$ cat src/csv_pkg.sv
// Shared constants and types for the status, vector and stack block
`default_nettype none
package csv_pkg;
  // Register byte offsets on the AXI4-Lite slave
  localparam logic [7:0] OFF_CMD   = 8'h00;
  localparam logic [7:0] OFF_OPND  = 8'h04;
  localparam logic [7:0] OFF_STAT  = 8'h08;
  localparam logic [7:0] OFF_PC    = 8'h0c;
  localparam logic [7:0] OFF_STACK = 8'h10;
  localparam logic [7:0] OFF_RES   = 8'h14;
  localparam logic [7:0] OFF_DADR  = 8'h18;
  localparam logic [7:0] OFF_VEC_LO = 8'h40;
  localparam logic [7:0] OFF_VEC_HI = 8'h7c;

  // Status word bit placement
  localparam int FL_CARRY = 0;
  localparam int FL_ZERO  = 1;
  localparam int FL_INT   = 2;
  localparam int FL_HALF  = 3;
  localparam int FL_BREAK = 4;
  localparam int FL_DPAGE = 5;
  localparam int FL_OVF   = 6;
  localparam int FL_NEG   = 7;
  localparam logic [7:0] STATUS_RESET = 8'h00;

  // Program memory vector page, low six address bits index it
  localparam logic [15:0] VEC_PAGE   = 16'hffc0;
  localparam logic [15:0] VEC_RESET  = 16'hfffe;
  localparam logic [15:0] VEC_TBL0   = 16'hffde;
  localparam logic [15:0] VEC_EXT0   = 16'hfffa;
  localparam logic [15:0] VEC_EXT1   = 16'hfff8;
  localparam logic [15:0] VEC_TMR0   = 16'hfff6;
  localparam logic [15:0] VEC_TMR1   = 16'hfff4;
  localparam logic [15:0] VEC_ADC    = 16'hffea;
  localparam logic [15:0] VEC_WDOG   = 16'hffe8;
  localparam logic [15:0] VEC_IVTMR  = 16'hffe6;
  localparam logic [15:0] VEC_SERIAL = 16'hffe4;

  // Data space
  localparam logic [7:0] CTRL_WIN_LO = 8'hc0;
  localparam logic [7:0] DATA_RESET  = 8'h00;
  localparam logic [31:0] OPND_RESET = 32'h0000_0000;

  localparam logic [1:0] RESP_OKAY   = 2'b00;
  localparam logic [1:0] RESP_SLVERR = 2'b10;

  typedef enum logic [4:0] {
    OP_NOP, OP_ENA_INT, OP_DIS_INT, OP_CLR_OVF, OP_SET_DP, OP_CLR_DP,
    OP_ADD, OP_SUB, OP_BIT_TEST, OP_LOAD, OP_CALL, OP_TBL_CALL,
    OP_SW_BREAK, OP_SUB_RETURN, OP_INT_RETURN, OP_INT_ACCEPT,
    OP_STEP, OP_BOOT
  } csv_op_t;

  typedef enum logic [1:0] {ST_BOOT, ST_IDLE, ST_PUSH, ST_POP} csv_fsm_t;

  typedef struct packed {
    csv_fsm_t    fsm;
    logic [15:0] pc;
    logic [7:0]  stack_ptr;
    logic [7:0]  status_word;
    logic [1:0]  cnt;
    logic [1:0]  last;
    logic [15:0] target;
    logic [7:0]  saved;
    logic [7:0]  result;
    logic [31:0] opnd;
    logic [7:0]  daddr;
    logic        refused;
    logic        awready;
    logic        wready;
    logic        aw_full;
    logic        w_full;
    logic [7:0]  aw_addr;
    logic [31:0] w_data;
    logic [3:0]  w_strb;
    logic        bvalid;
    logic [1:0]  bresp;
    logic        arready;
    logic        rvalid;
    logic [1:0]  rresp;
    logic [31:0] rdata;
  } csv_state_t;
endpackage
`default_nettype wire

$ cat src/csv_core.sv
// Status word, vectors, program counter and stack of the CPU core
// Contract
// - Interrupt acceptance refused while interrupt enable is zero; break still works.
// - Accepting an interrupt clears the interrupt enable flag immediately.
// - Enable-interrupts sets the enable flag, disable-interrupts clears it.
// - Half carry set on carry from bit 3 or no borrow from bit 4.
// - Only arithmetic and clear-overflow change half carry; clear-overflow clears it. Interrupt return here also reloads it from the stack.
// - Software break sets the break flag.
// - Direct address lies in 00h-FFh, or 100h-1FFh with direct page set.
// - Set-direct-page sets the page flag, clear-direct-page clears it.
// - Overflow flag set when signed add or subtract leaves -128..+127.
// - Clear-overflow clears overflow; no command sets it explicitly.
// - Bit test copies operand bit 6 to overflow and bit 7 to negative.
// - Negative flag equals bit 7 of every data or arithmetic result.
// - Program counter wraps from FFFFh to 0000h.
// - After reset the start address is fetched from FFFEh and FFFFh.
// - Table call n jumps through the vector at FFC0h plus 2*(15-n).
// - Interrupt vectors are two-byte entries, external 1 at FFF8h, 0 at FFFAh.
// - Control register window is data addresses 0C0h to 0FFh.
// - Unoccupied window addresses need not be implemented.
// - Calls and accepted interrupts push the return address before jumping.
// - Subroutine return restores PC only; interrupt return restores PC and flags.
// - Stack pointer decrements after each save, increments before each restore.
// - Stack bytes sit at 100h plus the stack pointer.
//
// Our own choices: the placing of the registers and the AXI4-Lite register port.
`timescale 1ns/1ps
`default_nettype none
module csv_core #(
  parameter int ADDR_W = 8
) (
  // Clock and reset
  input  wire logic              CLK,
  input  wire logic              RST_N,
  // AXI4-Lite write channels
  input  wire logic [ADDR_W-1:0] S_AXI_AWADDR,
  input  wire logic              S_AXI_AWVALID,
  output var  logic              S_AXI_AWREADY,
  input  wire logic [31:0]       S_AXI_WDATA,
  input  wire logic [3:0]        S_AXI_WSTRB,
  input  wire logic              S_AXI_WVALID,
  output var  logic              S_AXI_WREADY,
  output var  logic [1:0]        S_AXI_BRESP,
  output var  logic              S_AXI_BVALID,
  input  wire logic              S_AXI_BREADY,
  // AXI4-Lite read channels
  input  wire logic [ADDR_W-1:0] S_AXI_ARADDR,
  input  wire logic              S_AXI_ARVALID,
  output var  logic              S_AXI_ARREADY,
  output var  logic [31:0]       S_AXI_RDATA,
  output var  logic [1:0]        S_AXI_RRESP,
  output var  logic              S_AXI_RVALID,
  input  wire logic              S_AXI_RREADY
);
  csv_pkg::csv_state_t s_q;
  csv_pkg::csv_state_t s_d;

  logic [7:0]  stack_mem [256];
  logic [31:0] vec_mem [16];

  logic        stk_we;
  logic [7:0]  stk_wd;
  logic        vec_we;
  logic [3:0]  vec_wi;
  logic [31:0] vec_wd;
  logic        exec;
  csv_pkg::csv_op_t op;
  logic [3:0]  arg;
  logic [7:0]  opa;
  logic [7:0]  opb;
  logic [8:0]  sum;
  logic [4:0]  half_sum;
  logic [7:0]  diff;
  logic [7:0]  pop_addr;
  logic [7:0]  pop_data;
  logic [8:0]  eff_addr;
  logic        win_hit;
  logic [15:0] call_tgt;

  assign op       = csv_pkg::csv_op_t'(s_q.w_data[4:0]);
  assign arg      = s_q.w_data[11:8];
  assign opa      = s_q.opnd[7:0];
  assign opb      = s_q.opnd[15:8];
  assign call_tgt = s_q.opnd[31:16];
  assign sum      = {1'b0, opa} + {1'b0, opb};
  assign half_sum = {1'b0, opa[3:0]} + {1'b0, opb[3:0]};
  assign diff     = opa - opb;
  assign pop_addr = s_q.stack_ptr + 8'h01;
  assign pop_data = stack_mem[pop_addr];
  // Direct page picks the high half of the 512-byte data space
  assign eff_addr = {s_q.status_word[csv_pkg::FL_DPAGE], s_q.daddr};
  // Window slots are not backed here; software must not rely on them
  assign win_hit  = ~eff_addr[8] && (s_q.daddr >= csv_pkg::CTRL_WIN_LO);

  function automatic logic [31:0] merge(input logic [31:0] o, input logic [31:0] n,
                                        input logic [3:0] s);
    logic [31:0] r;
    r = o;
    for (int i = 0; i < 4; i++) begin
      if (s[i]) begin
        r[8*i +: 8] = n[8*i +: 8];
      end
    end
    return r;
  endfunction

  // Little-endian two-byte vector from the top program page
  function automatic logic [15:0] vec16(input logic [5:0] idx);
    logic [5:0] hi;
    hi = idx + 6'h01;
    return {vec_mem[hi[5:2]][{hi[1:0], 3'b000} +: 8],
            vec_mem[idx[5:2]][{idx[1:0], 3'b000} +: 8]};
  endfunction

  function automatic logic [5:0] int_index(input logic [2:0] src);
    logic [15:0] v;
    case (src)
      3'h0:    v = csv_pkg::VEC_EXT0;
      3'h1:    v = csv_pkg::VEC_EXT1;
      3'h2:    v = csv_pkg::VEC_TMR0;
      3'h3:    v = csv_pkg::VEC_TMR1;
      3'h4:    v = csv_pkg::VEC_ADC;
      3'h5:    v = csv_pkg::VEC_WDOG;
      3'h6:    v = csv_pkg::VEC_IVTMR;
      default: v = csv_pkg::VEC_SERIAL;
    endcase
    return v[5:0];
  endfunction

  function automatic logic [33:0] read_mux(input logic [7:0] a);
    logic [31:0] d;
    logic [1:0]  r;
    d = 32'h0000_0000;
    r = csv_pkg::RESP_OKAY;
    if (a == csv_pkg::OFF_CMD) begin
      d = 32'h0000_0000;
    end else if (a == csv_pkg::OFF_OPND) begin
      d = s_q.opnd;
    end else if (a == csv_pkg::OFF_STAT) begin
      d = {7'h00, eff_addr, 5'h00, win_hit, s_q.refused,
           s_q.fsm != csv_pkg::ST_IDLE, s_q.status_word};
    end else if (a == csv_pkg::OFF_PC) begin
      d = {16'h0000, s_q.pc};
    end else if (a == csv_pkg::OFF_STACK) begin
      d = {24'h000000, s_q.stack_ptr};
    end else if (a == csv_pkg::OFF_RES) begin
      d = {24'h000000, s_q.result};
    end else if (a == csv_pkg::OFF_DADR) begin
      d = {24'h000000, s_q.daddr};
    end else if (a >= csv_pkg::OFF_VEC_LO && a <= csv_pkg::OFF_VEC_HI) begin
      d = vec_mem[a[5:2]];
    end else begin
      r = csv_pkg::RESP_SLVERR;
    end
    return {r, d};
  endfunction

  always_comb begin
    s_d    = s_q;
    stk_we = 1'b0;
    stk_wd = 8'h00;
    vec_we = 1'b0;
    vec_wi = s_q.aw_addr[5:2];
    vec_wd = merge(vec_mem[s_q.aw_addr[5:2]], s_q.w_data, s_q.w_strb);
    exec   = 1'b0;
    // Write address and data are held until both are present
    if (s_q.awready && S_AXI_AWVALID) begin
      s_d.aw_addr = S_AXI_AWADDR[7:0];
      s_d.aw_full = 1'b1;
      s_d.awready = 1'b0;
    end
    if (s_q.wready && S_AXI_WVALID) begin
      s_d.w_data = S_AXI_WDATA;
      s_d.w_strb = S_AXI_WSTRB;
      s_d.w_full = 1'b1;
      s_d.wready = 1'b0;
    end
    if (s_q.aw_full && s_q.w_full && !s_q.bvalid) begin
      s_d.aw_full = 1'b0;
      s_d.w_full  = 1'b0;
      s_d.bvalid  = 1'b1;
      s_d.bresp   = csv_pkg::RESP_OKAY;
      if (s_q.aw_addr == csv_pkg::OFF_CMD) begin
        // Commands arriving while a stack sequence runs are dropped
        exec = s_q.w_strb[0] && (s_q.fsm == csv_pkg::ST_IDLE);
      end else if (s_q.aw_addr == csv_pkg::OFF_OPND) begin
        s_d.opnd = merge(s_q.opnd, s_q.w_data, s_q.w_strb);
      end else if (s_q.aw_addr == csv_pkg::OFF_STACK) begin
        if (s_q.w_strb[0]) begin
          s_d.stack_ptr = s_q.w_data[7:0];
        end
      end else if (s_q.aw_addr == csv_pkg::OFF_DADR) begin
        if (s_q.w_strb[0]) begin
          s_d.daddr = s_q.w_data[7:0];
        end
      end else if (s_q.aw_addr >= csv_pkg::OFF_VEC_LO &&
                   s_q.aw_addr <= csv_pkg::OFF_VEC_HI) begin
        vec_we = 1'b1;
      end else if (s_q.aw_addr != csv_pkg::OFF_STAT && s_q.aw_addr != csv_pkg::OFF_PC &&
                   s_q.aw_addr != csv_pkg::OFF_RES) begin
        s_d.bresp = csv_pkg::RESP_SLVERR;
      end
    end
    if (s_q.bvalid && S_AXI_BREADY) begin
      s_d.bvalid  = 1'b0;
      s_d.awready = 1'b1;
      s_d.wready  = 1'b1;
    end
    if (s_q.arready && S_AXI_ARVALID) begin
      s_d.arready = 1'b0;
      s_d.rvalid  = 1'b1;
      {s_d.rresp, s_d.rdata} = read_mux(S_AXI_ARADDR[7:0]);
    end
    if (s_q.rvalid && S_AXI_RREADY) begin
      s_d.rvalid  = 1'b0;
      s_d.arready = 1'b1;
    end

    case (s_q.fsm)
      csv_pkg::ST_BOOT: begin
        s_d.pc  = vec16(csv_pkg::VEC_RESET[5:0]);
        s_d.fsm = csv_pkg::ST_IDLE;
      end
      csv_pkg::ST_IDLE: begin
        if (exec) begin
          s_d.refused = 1'b0;
          case (op)
            csv_pkg::OP_ENA_INT: s_d.status_word[csv_pkg::FL_INT] = 1'b1;
            csv_pkg::OP_DIS_INT: s_d.status_word[csv_pkg::FL_INT] = 1'b0;
            csv_pkg::OP_CLR_OVF: begin
              s_d.status_word[csv_pkg::FL_OVF]  = 1'b0;
              s_d.status_word[csv_pkg::FL_HALF] = 1'b0;
            end
            csv_pkg::OP_SET_DP: s_d.status_word[csv_pkg::FL_DPAGE] = 1'b1;
            csv_pkg::OP_CLR_DP: s_d.status_word[csv_pkg::FL_DPAGE] = 1'b0;
            csv_pkg::OP_ADD: begin
              s_d.result = sum[7:0];
              s_d.status_word[csv_pkg::FL_CARRY] = sum[8];
              s_d.status_word[csv_pkg::FL_HALF]  = half_sum[4];
              s_d.status_word[csv_pkg::FL_OVF]   =
                (opa[7] == opb[7]) && (sum[7] != opa[7]);
              s_d.status_word[csv_pkg::FL_NEG]   = sum[7];
              s_d.status_word[csv_pkg::FL_ZERO]  = sum[7:0] == 8'h00;
            end
            csv_pkg::OP_SUB: begin
              s_d.result = diff;
              s_d.status_word[csv_pkg::FL_CARRY] = opa >= opb;
              s_d.status_word[csv_pkg::FL_HALF]  = opa[3:0] >= opb[3:0];
              s_d.status_word[csv_pkg::FL_OVF]   =
                (opa[7] != opb[7]) && (diff[7] != opa[7]);
              s_d.status_word[csv_pkg::FL_NEG]   = diff[7];
              s_d.status_word[csv_pkg::FL_ZERO]  = diff == 8'h00;
            end
            csv_pkg::OP_BIT_TEST: begin
              s_d.status_word[csv_pkg::FL_OVF]  = opb[6];
              s_d.status_word[csv_pkg::FL_NEG]  = opb[7];
              s_d.status_word[csv_pkg::FL_ZERO] = (opa & opb) == 8'h00;
            end
            csv_pkg::OP_LOAD: begin
              s_d.result = opb;
              s_d.status_word[csv_pkg::FL_NEG]  = opb[7];
              s_d.status_word[csv_pkg::FL_ZERO] = opb == 8'h00;
            end
            csv_pkg::OP_CALL: begin
              s_d.target = call_tgt;
              s_d.cnt    = 2'd0;
              s_d.last   = 2'd1;
              s_d.fsm    = csv_pkg::ST_PUSH;
            end
            csv_pkg::OP_TBL_CALL: begin
              s_d.target = vec16({1'b0, ~arg, 1'b0});
              s_d.cnt    = 2'd0;
              s_d.last   = 2'd1;
              s_d.fsm    = csv_pkg::ST_PUSH;
            end
            csv_pkg::OP_SW_BREAK: begin
              // Break ignores the enable flag and shares table call 0's vector
              s_d.saved  = s_q.status_word | (8'h01 << csv_pkg::FL_BREAK);
              s_d.status_word[csv_pkg::FL_BREAK] = 1'b1;
              s_d.status_word[csv_pkg::FL_INT]   = 1'b0;
              s_d.target = vec16(csv_pkg::VEC_TBL0[5:0]);
              s_d.cnt    = 2'd0;
              s_d.last   = 2'd2;
              s_d.fsm    = csv_pkg::ST_PUSH;
            end
            csv_pkg::OP_INT_ACCEPT: begin
              if (!s_q.status_word[csv_pkg::FL_INT]) begin
                s_d.refused = 1'b1;
              end else begin
                s_d.saved  = s_q.status_word & ~(8'h01 << csv_pkg::FL_BREAK);
                s_d.status_word[csv_pkg::FL_INT]   = 1'b0;
                s_d.status_word[csv_pkg::FL_BREAK] = 1'b0;
                s_d.target = vec16(int_index(arg[2:0]));
                s_d.cnt    = 2'd0;
                s_d.last   = 2'd2;
                s_d.fsm    = csv_pkg::ST_PUSH;
              end
            end
            csv_pkg::OP_SUB_RETURN: begin
              s_d.cnt = 2'd1;
              s_d.fsm = csv_pkg::ST_POP;
            end
            csv_pkg::OP_INT_RETURN: begin
              s_d.cnt = 2'd0;
              s_d.fsm = csv_pkg::ST_POP;
            end
            csv_pkg::OP_STEP: s_d.pc = s_q.pc + 16'h0001;
            csv_pkg::OP_BOOT: s_d.fsm = csv_pkg::ST_BOOT;
            default: s_d.refused = 1'b0;
          endcase
        end
      end
      csv_pkg::ST_PUSH: begin
        // High byte, low byte, then the saved status word
        stk_we = 1'b1;
        stk_wd = (s_q.cnt == 2'd0) ? s_q.pc[15:8] :
                 (s_q.cnt == 2'd1) ? s_q.pc[7:0] : s_q.saved;
        s_d.stack_ptr = s_q.stack_ptr - 8'h01;
        s_d.cnt = s_q.cnt + 2'd1;
        if (s_q.cnt == s_q.last) begin
          s_d.pc  = s_q.target;
          s_d.fsm = csv_pkg::ST_IDLE;
        end
      end
      default: begin
        s_d.stack_ptr = pop_addr;
        s_d.cnt = s_q.cnt + 2'd1;
        if (s_q.cnt == 2'd0) begin
          s_d.status_word = pop_data;
        end else if (s_q.cnt == 2'd1) begin
          s_d.pc[7:0] = pop_data;
        end else begin
          s_d.pc[15:8] = pop_data;
          s_d.fsm = csv_pkg::ST_IDLE;
        end
      end
    endcase
  end

  always_ff @(posedge CLK) begin
    if (!RST_N) begin
      s_q             <= '0;
      s_q.fsm         <= csv_pkg::ST_BOOT;
      s_q.status_word <= csv_pkg::STATUS_RESET;
      s_q.opnd        <= csv_pkg::OPND_RESET;
      s_q.daddr       <= csv_pkg::DATA_RESET;
      s_q.awready     <= 1'b1;
      s_q.wready      <= 1'b1;
      s_q.arready     <= 1'b1;
    end else begin
      s_q <= s_d;
    end
  end

  // Stack bytes live at 100h plus the pointer; contents survive reset
  always_ff @(posedge CLK) begin
    if (stk_we) begin
      stack_mem[s_q.stack_ptr] <= stk_wd;
    end
  end

  always_ff @(posedge CLK) begin
    if (!RST_N) begin
      for (int i = 0; i < 16; i++) begin
        vec_mem[i] <= 32'h0000_0000;
      end
    end else if (vec_we) begin
      vec_mem[vec_wi] <= vec_wd;
    end
  end

  assign S_AXI_AWREADY = s_q.awready;
  assign S_AXI_WREADY  = s_q.wready;
  assign S_AXI_BVALID  = s_q.bvalid;
  assign S_AXI_BRESP   = s_q.bresp;
  assign S_AXI_ARREADY = s_q.arready;
  assign S_AXI_RVALID  = s_q.rvalid;
  assign S_AXI_RRESP   = s_q.rresp;
  assign S_AXI_RDATA   = s_q.rdata;

  irq_block_a: assert property (@(posedge CLK) disable iff (!RST_N)
    exec && op == csv_pkg::OP_INT_ACCEPT && !s_q.status_word[csv_pkg::FL_INT]
    |=> s_q.refused && s_q.fsm == csv_pkg::ST_IDLE)
    else $error("interrupt taken while disabled");
  irq_clear_a: assert property (@(posedge CLK) disable iff (!RST_N)
    exec && op == csv_pkg::OP_INT_ACCEPT && s_q.status_word[csv_pkg::FL_INT]
    |=> !s_q.status_word[csv_pkg::FL_INT] && s_q.fsm == csv_pkg::ST_PUSH)
    else $error("enable flag not cleared on accept");
  ena_int_a: assert property (@(posedge CLK) disable iff (!RST_N)
    exec && op == csv_pkg::OP_ENA_INT |=> s_q.status_word[csv_pkg::FL_INT])
    else $error("enable command did not set flag");
  ovf_clear_a: assert property (@(posedge CLK) disable iff (!RST_N)
    exec && op == csv_pkg::OP_CLR_OVF
    |=> !s_q.status_word[csv_pkg::FL_OVF] && !s_q.status_word[csv_pkg::FL_HALF])
    else $error("overflow or half carry not cleared");
  break_flag_a: assert property (@(posedge CLK) disable iff (!RST_N)
    exec && op == csv_pkg::OP_SW_BREAK |=> s_q.status_word[csv_pkg::FL_BREAK])
    else $error("break flag not set");
  pc_wrap_a: assert property (@(posedge CLK) disable iff (!RST_N)
    exec && op == csv_pkg::OP_STEP && s_q.pc == 16'hffff |=> s_q.pc == 16'h0000)
    else $error("program counter did not wrap");
  push_dec_a: assert property (@(posedge CLK) disable iff (!RST_N)
    s_q.fsm == csv_pkg::ST_PUSH |=> s_q.stack_ptr == $past(s_q.stack_ptr) - 8'h01)
    else $error("stack pointer not decremented");
  pop_inc_a: assert property (@(posedge CLK) disable iff (!RST_N)
    s_q.fsm == csv_pkg::ST_POP |=> s_q.stack_ptr == $past(s_q.stack_ptr) + 8'h01)
    else $error("stack pointer not incremented");
  call_seq_a: assert property (@(posedge CLK) disable iff (!RST_N)
    exec && op == csv_pkg::OP_CALL
    |=> s_q.fsm == csv_pkg::ST_PUSH [*2] ##1
        (s_q.fsm == csv_pkg::ST_IDLE && s_q.pc == $past(call_tgt, 3)))
    else $error("call sequence wrong");
  neg_flag_a: assert property (@(posedge CLK) disable iff (!RST_N)
    exec && (op == csv_pkg::OP_ADD || op == csv_pkg::OP_SUB)
    |=> s_q.status_word[csv_pkg::FL_NEG] == s_q.result[7])
    else $error("negative flag differs from result");
endmodule // csv_core
`default_nettype wire

$ cat config.mk
export PLATFORM = sky130hd
export DESIGN_NAME = csv_core
export DESIGN_NICKNAME = d
export VERILOG_FILES = /design/src/csv_pkg.sv /design/src/csv_core.sv
export SDC_FILE = /design/constraint.sdc
export NUM_CORES = 2
export LEC_CHECK = 0
export BUFFER_PORTS_ARGS = -buffer_cell sky130_fd_sc_hd__buf_2
export CAP_MARGIN = 20
export CORE_ASPECT_RATIO = 1.2
export CORE_MARGIN = 3
export CORE_UTILIZATION = 60
export DETAILED_ROUTE_END_ITERATION = 12
export GPL_TIMING_DRIVEN = 0
export MAX_ROUTING_LAYER = met4
export PLACE_DENSITY_LB_ADDON = 0.25
export SLEW_MARGIN = 20
export SYNTH_ARGS = -nofsm -noshare
export SYNTH_HDL_FRONTEND = slang
export SYNTH_SLANG_ARGS = --single-unit
export TNS_END_PERCENT = 30
$ cat constraint.sdc
create_clock -name CLK -period 31.1 [get_ports CLK]
set_clock_uncertainty 0.1 [all_clocks]
set_input_delay 3.11 -clock CLK [delete_from_list [all_inputs] [get_ports CLK]]
set_output_delay 3.11 -clock CLK [all_outputs]
set_load 0.01 [all_outputs]
==> flow_summary_export.csv <==
group,metric,value,unit
yosys,synth-edff-count,2560,
yosys,syn_inst,6917,
routing,antenna_left,0,
floorplan,initial_core_util,60.43,%
floorplan,die_h,490.2,µm
pwr,p_seq_share,53.7,%
place,dpl.cell_count,9721,
timing,slew-limit-headroom,15.22,%
global_routing,globalRouteOverflowTotal,0,
global_routing,grt_max_degree,42,
timing,fmax,111.6,MHz
place,portBuffers,93,
yosys,yosysMostFrequentCell,"edfxtp_1",
setup_path,max_stage_delay,0.89,ns
yosys,ys_ff_latch,2756,
pwr,switching_share,21.57,%
setup_path,crit_slowest_cell,"nor4_1",
setup_path,required,31.77,ns
hold_path,hp-start,"s_q[143]",
clock_tree,clkSlewWorstSetupHoldPaths,0.06,ns
pwr,powerDensity,57.27,mW/mm²
clock_tree,clock_sinks,2756,
place,hpwl,325.2,mm
timing,setup_tns,0,ns
routing,num_vias,75470,
setup_path,r2r_slack,22.14,ns
place,gp_congestion,1.170,
yosys,ys_types,92,
pwr,switching_power,1.628,mW
global_routing,grt_pass1_vias,71780,
routing,drt_iter0_drc,13830,
hold_path,hold_depth,2,
timing,timing.hold.ws,0.3575,ns
timing,finalCritPeriodShare,28.81,%
cells_and_area,synthToLayoutAreaGrowth,12.39,%
clock_tree,cts_resized,0,
hold_path,hp-class,"reg -> reg",
yosys,synth_ff_type,"edfxtp_1",
setup_path,arrival,9.63,ns
setup_path,reg2reg_to,"s_q[187]",
yosys,synthArstFlopShare,0,%
setup_path,cp_top_family,"buffers and inverters",
clock_tree,cts_buffers,283,
global_routing,antenna_found_initial,36,
routing,dr.pass1.iters,10,
global_routing,grt_pass1_wl,614.9,mm
setup_path,r2r-start,"s_q[172]",
timing,worst_pin_slew,1.272,ns
cells_and_area,final_nets,7500,
yosys,yosys_warnings,0,
pwr,p_int,5.918,mW
routing,drt_wl_total,461.9,mm
setup_path,crit_buf_inv,10,
timing,rsz0062_at_grt,"false",
routing,drc,0,
cells_and_area,drive_gt1_share,22.49,%
yosys,synth_area_leaders,"edfxtp_1, mux4_2, dfxtp_1",
setup_path,cp-end-kind,"flip-flop",
setup_path,reg2regPathDepth,18,
timing,finalHoldViolCount,0,
setup_path,crit_fanout,12,
clock_tree,ctsRootBufferMaster,"clkbuf_16",
setup_path,crit_chain,"buf_6, buf_12, buf_6, buf_6, inv_2, buf_2, ha_1, buf_4, buf_2, buf_2, buf_2, mux4_2, mux2i_1, o22ai_1, nor4_1, a31oi_1, o211ai_1, a31oi_1",
run,drv_cap,0,
pwr,pwr-share-clk,43.1,%
place,dp_slack,23.02,ns
yosys,syn-cell-area,0.1172,mm²
yosys,netlist_top_cells_count,"edfxtp_1, mux4_2, nand2_1",
pwr,combPwrFrac,3.2,%
clock_tree,post_cts_buffers,0,
global_routing,grt_util_all_layers,47.47,%
run_status,status,"finished, final reports clean",
floorplan,io_pins,100,
yosys,syn_avg_cell_area,16.95,µm²
routing,vias_per_cell,7.358,
pwr,max-vdd-ir-drop,74.26,µV
timing,slew_viol_final,0,
cells_and_area,final_cells,10260,
yosys,synth_area_leader_cell,"edfxtp_1",
clock_tree,clock_path_buffers,4,
floorplan,die_w,409.5,µm
clock_tree,holdBufCountCts,0,
yosys,seq_area_frac_synth,68.92,%
routing,wl_per_cell,45.04,µm
clock_tree,cts_tree,"built",
setup_path,crit_top_cell,"buf_2",
timing,period_minus_slack,8.961,ns
floorplan,die_area,0.2007,mm²
floorplan,core-area,0.1940,mm²
pwr,leakagePower,41.04,nW
timing,setup_ws,22.14,ns
clock_tree,ctsHtreeMaxLevel,5,
setup_path,critPathKind,"reg -> reg",
setup_path,start_kind,"flip-flop",
clock_tree,worstSkewPairLatency,0.98,ns
timing,setup_viol,0,
floorplan,num_rows,177,
yosys,synth_top_cell_area_share,65.58,%
hold_path,min_to,"s_q[143]",
[layer usage]
layer	wire (µm)	track usage (%)
met4	54750	42.76
met1	142000	54.17
met3	60180	14.45
met5	0	-
met2	205000	67.60
[final cells by class]
| class | count | area, µm² |
|---|---|---|
| repair buffers | 211 | 2509 |
| well taps | 2595 | 3247 |
| clock buffers | 345 | 7481 |
| inverters | 40 | 150.1 |
| diodes | 58 | 145.1 |
| plain buffers | 506 | 2661 |
| fillers | 12780 | 62250 |
| flip-flops and latches | 2756 | 80800 |
| clock inverters | 129 | 950.9 |
| multi-input cells | 3616 | 33810 |
[stage by stage]
step | power, mW | instance area [µm²] | utilization [%]
after floorplan | 4.242 | 117200 | -
after global placement | 4.362 | 120900 | 62.34
after detailed placement | 4.367 | 123100 | 63.47
after CTS | 7.512 | 131600 | 67.82
after global routing | 7.659 | 131700 | 67.89
final | 7.546 | 131800 | 67.91
[registers in the layout, summed over array words and instances, names as in the netlist, 4 cells and up]
name	flops
stack_mem	2048
vec_mem	512
s_q	107
S_AXI_RDATA	32
call_tgt	16
eff_addr	9
opa	8
opb	8
op	5
arg	4
[worst max-delay path by stage]
stage | startpoint | depth (start not counted) | end | slack, ns
2_1_floorplan | s_q[196] | 5 | stack_mem[0][3] | 17.32
3_3_place_gp | s_q[196] | 5 | stack_mem[118][3] | 5.90
3_5_place_dp | s_q[172] | 18 | s_q[187] | 23.02
4_1_cts | s_q[172] | 18 | s_q[187] | 23.00
5_1_grt | s_q[172] | 18 | s_q[187] | 22.72
6_report | s_q[172] | 18 | s_q[187] | 22.14
[cells by family after synthesis]
group | count (synthesis) | synth area share (%)
flip-flops | 2756 | 68.92
AND/OR/NAND/NOR | 1910 | 7.772
multiplexers | 950 | 16.44
AO/OA/AOI/OAI | 684 | 3.875
buffers and inverters | 546 | 2.341
XOR/XNOR | 43 | 0.3501
adder cells (fa/ha/maj) | 27 | 0.3010
other | 1 | 0.003199
[power groups by stage]
| stage | Combinational, mW | Sequential, mW | Clock, mW |
|---|---|---|---|
| global placement | 0.231 | 4.13 | 0 |
| global route | 0.244 | 4.05 | 3.36 |
| floorplan | 0.126 | 4.12 | 0 |
| finish | 0.243 | 4.05 | 3.25 |
| detailed placement | 0.235 | 4.13 | 0 |
| CTS | 0.236 | 4.05 | 3.22 |
[tightest hold or removal path, delay by kind of cell, from the launching register on]
family	cells	cell delay [ns]
compound gates	1	0.05
flops	1	0.31
simple gates	1	0.05
[cells in the final DEF, fill, tap and decap left out, types with 40 or more instances in the layout]
master,n
mux4_2,778
nand2_1,586
dfxtp_1,196
nor2_1,481
clkbuf_1,249
clkinv_2,47
diode_2,58
edfxtp_1,2560
clkbuf_2,41
a21oi_1,224
o21ai_0,57
buf_4,120
nand4_1,40
mux2i_1,153
a32oi_1,45
and2_1,514
clkbuf_16,288
o21ai_1,62
clkinv_1,58
buf_2,236
nand3_1,118
(Power assumes the default switching activity.)
